--- src/endpoint_receive_status_pkg.sv ---
// Purpose: Shared constants and carriers for the endpoint receive status block
// Assumes: APB slave with 32-bit data, one aligned word per register
// Notes:   Printed offset 0xE2 is not a multiple of four, so it is an index
package rx_status_pkg;
    // ==========================================================
    // Register map (indices; byte address is four times index)
    localparam logic [7:0]  IDX_RX_STATUS   = 8'hE2;
    localparam logic [7:0]  IDX_EP_SELECT   = 8'hE3;
    localparam logic [7:0]  IDX_EP_CONTROL  = 8'hE4;
    localparam logic [7:0]  IDX_FIFO_FLAGS  = 8'hE5;
    localparam logic [1:0]  ADDR_LSB_ZERO   = 2'h0;
    localparam logic [7:0]  RX_STATUS_RESET = 8'h00;
    // Endpoint control reset: endpoint 0 starts as a control endpoint
    localparam logic [7:0]  EP0_CTL_RESET   = 8'h04;
    localparam logic [7:0]  EP_CTL_RESET    = 8'h00;
    // ==========================================================
    // Receive status bit positions
    localparam int B_TOGGLE  = 7;
    localparam int B_SETUP   = 6;
    localparam int B_OVW_ST  = 5;
    localparam int B_OVW_END = 4;
    localparam int B_TOG_OVW = 3;
    localparam int B_VOID    = 2;
    localparam int B_ERR     = 1;
    localparam int B_ACK     = 0;
    // Endpoint control bit positions (block-local register)
    localparam int C_RX_STALL = 0;
    localparam int C_TX_STALL = 1;
    localparam int C_CTRL_EP  = 2;
    localparam int C_ISO      = 3;
    // Value forced onto the toggle after a SETUP token
    localparam logic SETUP_TOGGLE_VALUE = 1'b0;
    // ==========================================================
    // Handshake codes to the engine
    typedef enum logic [1:0] {
        HS_NONE  = 2'h0,
        HS_ACK   = 2'h1,
        HS_NAK   = 2'h2,
        HS_STALL = 2'h3
    } handshake_t;
    // Transaction event from the serial interface engine
    typedef struct packed {
        logic       setup_tok;   // Valid SETUP token seen
        logic       out_tok;     // Valid OUT token seen
        logic       in_tok;      // Valid IN token seen
        logic       hs_done;     // Handshake transmission finished
        logic       rx_end;      // End of data reception
        logic       rx_good;     // Data stored completely, ACK sent
        logic       rx_bad;      // CRC, bit stuffing or FIFO overrun/underrun
        logic       sof;         // Start of frame
        logic [1:0] ep;          // Endpoint addressed
    } sie_event_t;
endpackage : rx_status_pkg

--- src/rx_ep_status.sv ---
// Purpose: Status state of one endpoint's receive side
// Assumes: Events shared by all endpoints; hit marks those addressed to this endpoint
// Notes:   Isochronous outcome waits in a pending copy until start of frame
`timescale 1ns/1ps
module rx_ep_status (
    // Clock and reset
    input  wire logic                  clk,
    input  wire logic                  rst_n,
    // Engine events for this endpoint
    input  wire rx_status_pkg::sie_event_t ev,
    input  wire logic                  hit,
    input  wire logic                  rx_stall,
    input  wire logic                  ctrl_ep,
    input  wire logic                  iso,
    // CPU write to the status register of this endpoint
    input  wire logic                  wr,
    input  wire logic [7:0]            wdata,
    // State
    output logic [7:0]                 status,
    output logic                       fifo_locked,
    output logic                       done_set
);
    import rx_status_pkg::*;

    logic tog_r, tog_nxt, setup_r, setup_nxt, ovs_r, ovs_nxt, ove_r, ove_nxt;
    logic void_r, void_nxt, err_r, err_nxt, ack_r, ack_nxt;
    logic pend_r, pend_nxt, pv_r, pv_nxt, pe_r, pe_nxt, pa_r, pa_nxt;
    logic in_setup_r, in_setup_nxt;

    // Outcome of the reception that just ended
    wire tok      = hit & (ev.setup_tok | ev.out_tok);
    wire rx_fin   = hit & ev.rx_end;
    wire o_void   = fifo_locked | (rx_stall & ~in_setup_r);
    wire o_err    = ev.rx_bad;
    wire o_ack    = ev.rx_good & ~ev.rx_bad;   // Never both
    wire setup_hs = hit & ev.hs_done & in_setup_r;
    wire ack_out  = hit & ev.hs_done & ~in_setup_r & ev.rx_good;

    assign fifo_locked = ovs_r | ove_r;
    assign status = {tog_r, setup_r, ovs_r, ove_r, 1'b0, void_r, err_r, ack_r};
    assign done_set = (rx_fin & ~iso & (o_err | o_ack))
                    | (ev.sof & pend_r & (pe_r | pa_r));

    // Next-state logic; hardware sets win over CPU clears
    always_comb begin
        tog_nxt = tog_r;
        setup_nxt = setup_r;
        ovs_nxt = ovs_r;
        ove_nxt = ove_r;
        void_nxt = void_r;
        err_nxt = err_r;
        ack_nxt = ack_r;
        pend_nxt = pend_r;
        pv_nxt = pv_r;
        pe_nxt = pe_r;
        pa_nxt = pa_r;
        in_setup_nxt = in_setup_r;
        // CPU side first so that hardware events override it
        if (wr) begin
            if (wdata[B_TOG_OVW])
                tog_nxt = wdata[B_TOGGLE];
            if (!wdata[B_SETUP])
                setup_nxt = 1'b0;               // Firmware clears it
            if (!wdata[B_OVW_END])
                ove_nxt = 1'b0;
        end
        if (ack_out)
            tog_nxt = ~tog_r;
        if (hit & ev.setup_tok) begin
            tog_nxt = SETUP_TOGGLE_VALUE;
            setup_nxt = 1'b1;
            in_setup_nxt = 1'b1;
            if (ctrl_ep)
                ovs_nxt = 1'b1;
        end
        if (setup_hs) begin
            ovs_nxt = 1'b0;
            in_setup_nxt = 1'b0;
            if (ctrl_ep)
                ove_nxt = 1'b1;
        end
        if (rx_fin) begin
            if (iso) begin
                pend_nxt = 1'b1;
                pv_nxt = o_void;
                pe_nxt = o_err;
                pa_nxt = o_ack;
            end else begin
                void_nxt = o_void;
                err_nxt = o_err;
                ack_nxt = o_ack;
            end
        end
        // Frame start is broadcast, so it does not depend on the endpoint
        if (ev.sof & pend_r) begin
            pend_nxt = 1'b0;
            void_nxt = pv_r;
            err_nxt = pe_r;
            ack_nxt = pa_r;
        end
        if (tok & ~ev.setup_tok & ~rx_fin)
            in_setup_nxt = in_setup_r;
    end

    // State registers, all zero from reset
    always_ff @(posedge clk or negedge rst_n) begin
        if (!rst_n) begin
            {tog_r, setup_r, ovs_r, ove_r} <= 4'h0;
            {void_r, err_r, ack_r, in_setup_r} <= 4'h0;
            {pend_r, pv_r, pe_r, pa_r} <= 4'h0;
        end else begin
            {tog_r, setup_r, ovs_r, ove_r} <= {tog_nxt, setup_nxt, ovs_nxt,
                                               ove_nxt};
            {void_r, err_r, ack_r, in_setup_r} <= {void_nxt, err_nxt, ack_nxt,
                                                   in_setup_nxt};
            {pend_r, pv_r, pe_r, pa_r} <= {pend_nxt, pv_nxt, pe_nxt, pa_nxt};
        end
    end
endmodule : rx_ep_status

--- src/usb_endpoint_receive_status.sv ---
// Operation
// - Toggle inverts after each ACK handshake for an OUT token.
// - SETUP token forces the toggle to a fixed hardware value.
// - CPU write changes toggle only with toggle-overwrite bit written one.
// - Toggle-overwrite bit is not stored and reads zero.
// - SETUP sets setup-received; then IN and OUT tokens get NAK.
// - Setup-received makes NAK win over either stall control.
// - SETUP on control endpoint sets overwrite-start and locks FIFO state.
// - Setup handshake end clears overwrite-start; CPU cannot write it.
// - Setup handshake sets overwrite-end; lock holds until firmware clears.
// - Void set when FIFO locked or receive stalled, else cleared; receive stall is ignored while a SETUP transaction is open.
// - Void updates at transaction end, isochronous at next frame start.
// - CRC, stuffing or FIFO fault sets error and gives no handshake.
// - Ack flag set when packet stored and ACK sent.
// - Error and ack update together, exclusive, and set receive-done.
// - Error and ack update at end, isochronous at next frame start.
// - One eight-bit status per endpoint, selected by index, resets zero.
// - Receive stall gives STALL to OUT unless setup-received is set.
//
// Purpose: Receive status of all endpoints behind one APB window
// Assumes: Engine gives one-cycle event pulses on SYS_CLK
// Notes:   Handshake choice is combinational from the token pulse
//
// Design decision made here: the APB interface to the registers.
`timescale 1ns/1ps
module usb_endpoint_receive_status #(
    parameter int NUM_EP = 4
) (
    // Clock and reset
    input  wire logic                   SYS_CLK,
    input  wire logic                   RSTN,
    // APB slave
    input  wire logic                   PSEL,
    input  wire logic                   PENABLE,
    input  wire logic                   PWRITE,
    input  wire logic [11:0]            PADDR,
    input  wire logic [31:0]            PWDATA,
    output logic      [31:0]            PRDATA,
    output logic                        PREADY,
    output logic                        PSLVERR,
    // Serial interface engine
    input  wire rx_status_pkg::sie_event_t SIE_EV,
    output rx_status_pkg::handshake_t      HANDSHAKE,
    output logic                        FIFO_LOCKED
);
    import rx_status_pkg::*;

    // ==========================================================
    // APB decode
    logic [1:0]        sel_r, sel_nxt;
    logic [7:0]        ctl_r [NUM_EP];
    logic [NUM_EP-1:0] done_r, done_nxt;
    logic [31:0]       rdata_r, rdata_nxt;
    logic              rd_pend_r, rd_pend_nxt;
    logic [7:0]        stat   [NUM_EP];
    logic [NUM_EP-1:0] lock, dset;

    wire        acc    = PSEL & PENABLE;
    wire        wr     = acc & PWRITE;
    wire [7:0]  idx    = PADDR[9:2];
    wire        al     = (PADDR[1:0] == ADDR_LSB_ZERO)
                       & (PADDR[11:10] == 2'h0);    // Full decode, no aliases
    wire        hit_st = al & (idx == IDX_RX_STATUS);
    wire        hit_sl = al & (idx == IDX_EP_SELECT);
    wire        hit_ct = al & (idx == IDX_EP_CONTROL);
    wire        hit_ff = al & (idx == IDX_FIFO_FLAGS);
    wire        mapped = hit_st | hit_sl | hit_ct | hit_ff;

    // Reads wait one cycle so that read data comes from a flop, not logic;
    // writes finish at once. Unmapped addresses answer with an error.
    wire        rd_acc = acc & ~PWRITE;
    assign rd_pend_nxt = rd_acc & ~rd_pend_r;
    assign PREADY  = ~rd_acc | rd_pend_r;
    assign PSLVERR = acc & ~mapped;
    assign PRDATA  = rdata_r;

    // Read data; toggle-overwrite bit is zero in the status image
    always_comb begin
        rdata_nxt = 32'h0000_0000;
        if (hit_st)
            rdata_nxt[7:0] = stat[sel_r];
        else if (hit_sl)
            rdata_nxt[1:0] = sel_r;
        else if (hit_ct)
            rdata_nxt[7:0] = ctl_r[sel_r];
        else if (hit_ff)
            rdata_nxt[NUM_EP-1:0] = done_r;
    end

    // Done flags: set wins over a write-one-to-clear
    always_comb begin
        done_nxt = done_r;
        if (wr & hit_ff)
            done_nxt = done_r & ~PWDATA[NUM_EP-1:0];
        done_nxt = done_nxt | dset;
        sel_nxt = (wr & hit_sl) ? PWDATA[1:0] : sel_r;
    end

    // Bus-side registers
    always_ff @(posedge SYS_CLK or negedge RSTN) begin
        if (!RSTN) begin
            sel_r     <= 2'h0;
            done_r    <= '0;
            rdata_r   <= 32'h0000_0000;
            rd_pend_r <= 1'b0;
        end else begin
            sel_r     <= sel_nxt;
            done_r    <= done_nxt;
            rd_pend_r <= rd_pend_nxt;
            // Load in the first access cycle, then hold for the ready edge
            if (rd_pend_nxt)
                rdata_r <= rdata_nxt;
        end
    end

    // Control registers per endpoint; endpoint 0 defaults to control type
    always_ff @(posedge SYS_CLK or negedge RSTN) begin
        if (!RSTN) begin
            for (int i = 0; i < NUM_EP; i++)
                ctl_r[i] <= (i == 0) ? EP0_CTL_RESET : EP_CTL_RESET;
        end else if (wr & hit_ct) begin
            ctl_r[sel_r] <= PWDATA[7:0];
        end
    end

    // ==========================================================
    // Per-endpoint status instances
    wire [NUM_EP-1:0] ep_wr;
    genvar g;
    generate
        for (g = 0; g < NUM_EP; g++) begin : g_ep
            assign ep_wr[g] = wr & hit_st & (sel_r == 2'(g));
            rx_ep_status u_ep (
                .clk         (SYS_CLK),
                .rst_n       (RSTN),
                .ev          (SIE_EV),
                .hit         (SIE_EV.ep == 2'(g)),
                .rx_stall    (ctl_r[g][C_RX_STALL]),
                .ctrl_ep     (ctl_r[g][C_CTRL_EP]),
                .iso         (ctl_r[g][C_ISO]),
                .wr          (ep_wr[g]),
                .wdata       (PWDATA[7:0]),
                .status      (stat[g]),
                .fifo_locked (lock[g]),
                .done_set    (dset[g])
            );
        end
    endgenerate

    // ==========================================================
    // Handshake choice for the addressed endpoint
    wire [7:0] est  = stat[SIE_EV.ep];
    wire [7:0] ectl = ctl_r[SIE_EV.ep];
    always_comb begin
        HANDSHAKE = HS_NONE;
        if (SIE_EV.in_tok | SIE_EV.out_tok) begin
            if (est[B_SETUP])
                HANDSHAKE = HS_NAK;
            else if (SIE_EV.out_tok & ectl[C_RX_STALL])
                HANDSHAKE = HS_STALL;
            else if (SIE_EV.in_tok & ectl[C_TX_STALL])
                HANDSHAKE = HS_STALL;
            else if (SIE_EV.out_tok & lock[SIE_EV.ep])
                HANDSHAKE = HS_NAK;
        end else if (SIE_EV.rx_end) begin
            // Faulty reception gets no handshake at all
            HANDSHAKE = SIE_EV.rx_bad ? HS_NONE : HS_ACK;
        end
    end

    // Lock seen by the receive FIFO pointer logic
    assign FIFO_LOCKED = lock[SIE_EV.ep];
endmodule : usb_endpoint_receive_status

--- config.mk ---
export PLATFORM = sky130hd
export DESIGN_NAME = usb_endpoint_receive_status
export DESIGN_NICKNAME = d
export VERILOG_FILES = /design/src/endpoint_receive_status_pkg.sv /design/src/rx_ep_status.sv /design/src/usb_endpoint_receive_status.sv
export SDC_FILE = /design/constraint.sdc
export NUM_CORES = 1
export LEC_CHECK = 0
export BUFFER_PORTS_ARGS = -buffer_cell sky130_fd_sc_hd__clkbuf_2
export CAP_MARGIN = 25
export CORE_AREA = 2 2 153 80
export DETAILED_ROUTE_END_ITERATION = 8
export DIE_AREA = 0 0 155 82
export PLACE_DENSITY = 0.69
export SLEW_MARGIN = 30
export SYNTH_ARGS = -nofsm -noshare
export SYNTH_HDL_FRONTEND = slang
export SYNTH_SLANG_ARGS = --single-unit
--- constraint.sdc ---
create_clock -name SYS_CLK -period 1.75 [get_ports SYS_CLK]
set_input_delay 0.175 -clock SYS_CLK [delete_from_list [all_inputs] [get_ports SYS_CLK]]
set_output_delay 0.175 -clock SYS_CLK [all_outputs]
set_load 0.01 [all_outputs]
==> results.yml <==
grt:
  grt_max_degree: 38
  met2_usage: 0.319
  grtUsageMet1: 0.365
  busiest_layer: "met1"
  grtUsageMet3: 0.0702
  grt_util_all_layers: 0.237
  grt_pass1_wl_microns: 22000
  antenna_found_initial: 0
  gr-total-overflow: 0
  grt_pass1_vias: 3863
setup_path:
  crit_type: "flip-flop to output port"
  reg2reg_to: "PRDATA[0]"
  worstSetupEndpointType: "output port"
  critPathLaunchType: "flip-flop"
  r2r_slack_ns: -0.05
  reg2reg_depth: 5
  reg2reg_from: "sel_r[0]"
  crit_arrival_ns: 1.81
  cp.required_ns: 1.57
  critPathLaunch: "g_ep[3].u_ep.ove_r"
  crit_fanout: 2
die:
  dieArea_sq_um: 12700
  die_w_microns: 155
  core_area_sq_um: 11500
  rows: 28
  die_y_microns: 82
  pin_count: 96
  start_util: 0.440
timing:
  hold_viol_final: 0
  rsz0062_at_grt: "yes"
  fin_skew_ns: 0.00542
  relSlewSlack: 0.612
  setup_tns_ns: -0.465
  fin_hold_ws_ns: 0.126
  tightestPinTransition_ns: 0.582
  finalCritPeriodShare: 1.13
  finalSetupViolations: 4
  slew_violations: 0
  finalWorstSetupSlack_ns: -0.236
  period_minus_slack_ns: 1.99
  max_freq_ghz: 0.504
synthesis:
  muxShareOfSynthArea: 0.204
  synth_seq_cells: 95
  synth-simple-area-share: 0.140
  synth.avg_cell_area_sq_um: 11.2
  synth-compound-area-share: 0.115
  ys_types: 54
  synth_top_area_cell: "dfrtp_1"
  synth_top_family_by_area: "multiplexers"
  synthAdderAreaFrac: 0
  synth_top_area_frac: 0.466
  async_reset_ff_frac: 1.00
  yosys.area_share.xor_xnor: 0
  ys.flop_type: "dfrtp_1"
  synth_sequential_area_ratio: 0.472
  synth_area_leaders: "dfrtp_1, mux2_2, mux4_2"
  syn-cell-area_sq_um: 5040
  synth-edff-count: 0
  yosysWarnings: 0
  synth_cells: 449
drt:
  via_per_inst: 5.85
  drt_iter0_drc: 256
  totalWireLength_microns: 14400
  post-route-drc-count: 0
  vias: 4047
  ant_nets: 0
  wl_per_cell_microns: 20.8
  drt_pass1_iterations: 5
final_layout:
  diodes: 0
  post-route-util: 0.535
  fillers: 1014
  layout.cells.non_filler: 692
  area_growth_pct: 21.6
  mostFrequentLayoutCell: "dfrtp_1"
  layout_common_cells: "dfrtp_1, buf_4, clkbuf_2, mux2_2, nand2_1"
  drive_above_1_share: 0.384
  final_nets: 596
worst_hold_path:
  hold_class: "primary input to flip-flop"
  holdCritStartpoint: "PWDATA[5]"
  min_path_cells: 2
  min_to: "ctl_r[29]"
clock_tree:
  cts_root_buf: "clkbuf_16"
  cts_tree: "built"
  cts_sinks: 95
  clock_latency_ns: 0.35
  numCtsBuffers: 9
  cts_buffer_depth: 2
  clk_pin_slew_worst_paths_ns: 0.07
  cts-htree-levels: 3
placed_design:
  port_buffers: 47
  dpl.hpwl_microns: 10900
  finalWeightedCongestion: 0.906
  placed_cells: 665
run_status:
  violations: "negative setup slack"
  status: "finished, violations left"
flow_run:
  cap_violations: 0
pwr:
  fin_total_pwr_mw: 4.73
  cellPowerDensity_nw_per_um2: 771
  peakVddDrop_v: 0.000513
  p_leak_nw: 2.83
## cell type report
cell class                      count  area, sq um  area share
Sequential cell                    95         2380       0.388
Multi-Input combinational cell    313         2480       0.405
Timing Repair Buffer              104          756       0.123
Inverter                           14         52.6     0.00857
Tap cell                          150          188      0.0306
Clock inverter                      6         43.8     0.00714
Clock buffer                       10          229      0.0373
## timing repair
action | 4_1_cts | 5_1_grt
resized for setup | 9 | 15
setup buffers | 8 | 2
pin swaps | 3 | 6
hold endpoints to repair | 34 | 0
endpoints found under the setup margin | 6 | 14
hold buffers | 1 | 0
cloned | 0 | 1
## sequential cells by signal, summed over array words and instances (netlist names)
register              cells
g_ep.u_ep.pa_r            4
done_r                    4
g_ep.u_ep.in_setup_r      4
g_ep.u_ep.pv_r            4
g_ep.u_ep.pend_r          4
g_ep.u_ep.ovs_r           4
PRDATA                    8
sel_r                     2
g_ep.u_ep.ove_r           4
g_ep.u_ep.tog_r           4
g_ep.u_ep.setup_r         4
g_ep.u_ep.pe_r            4
ctl_r                    32
g_ep.u_ep.void_r          4
g_ep.u_ep.err_r           4
rd_pend_r                 1
g_ep.u_ep.ack_r           4
## stage by stage
| stage | setup WS (ns) | instance area (sq um) |
|---|---|---|
| after floorplan | 0.0173 | 5130 |
| after global placement | -0.104 | 5670 |
| after detailed placement | -0.0678 | 5670 |
| after CTS | -0.286 | 6040 |
| after global routing | -0.322 | 6130 |
| final | -0.236 | 6130 |
## cell families (layout without fill, tap and decap cells)
| group | after synthesis | in the layout |
|---|---|---|
| muxes | 75 | 75 |
| and+or+nand+nor | 124 | 124 |
| AOI/OAI and AO/OA | 90 | 90 |
| DFF | 95 | 95 |
| other | 1 | 24 |
| buffers and inverters | 64 | 134 |
## per-layer routing
layer  share of wire  vias up
met2            0.41      181
met4          0.0099        0
li1                -     1786
met1            0.49     2067
met5               0        -
met3           0.096       13
## cells in the mapped netlist, types with 2 or more instances
library cell,instances
and2_1,2
clkbuf_1,18
and2_0,3
nand2b_1,5
o31ai_1,6
buf_4,24
a31oi_1,12
nor2_1,17
a221oi_1,4
nor2_2,2
mux2i_1,15
o31a_1,4
nor2b_1,6
nor3_1,3
o41ai_1,4
and3_1,4
buf_2,7
o211a_1,3
o21ai_0,34
o211ai_1,2
a21oi_1,10
a22oi_1,4
nor4b_1,4
mux2_2,42
nand4_1,11
dfrtp_1,94
inv_1,14
or2_2,7
nand2_1,39
nand3_1,8
mux4_2,18
## worst max-delay path by stage
stage	endpoint	slack, ns	cells after the start
floorplan	PRDATA[6]	0.02	5
global placement	done_r[3]	-0.10	6
detailed placement	done_r[3]	-0.07	6
CTS	HANDSHAKE[1]	-0.29	5
global route	HANDSHAKE[1]	-0.32	5
finish	HANDSHAKE[1]	-0.24	5
## where the power goes
part	total (mW)	switching, mW	internal, mW
logic	0.504	0.312	0.192
clock network	1.85	0.879	0.972
registers	2.37	0.0867	2.29
## worst max-delay path, cell delays in order (launching register included)
cell      delay [ns]
dfrtp_1         0.39
or2_4           0.26
mux4_2          0.49
nor3_2          0.11
o21ai_1         0.07
clkbuf_2        0.13
Note: power is estimated with default switching activity, not from simulation.
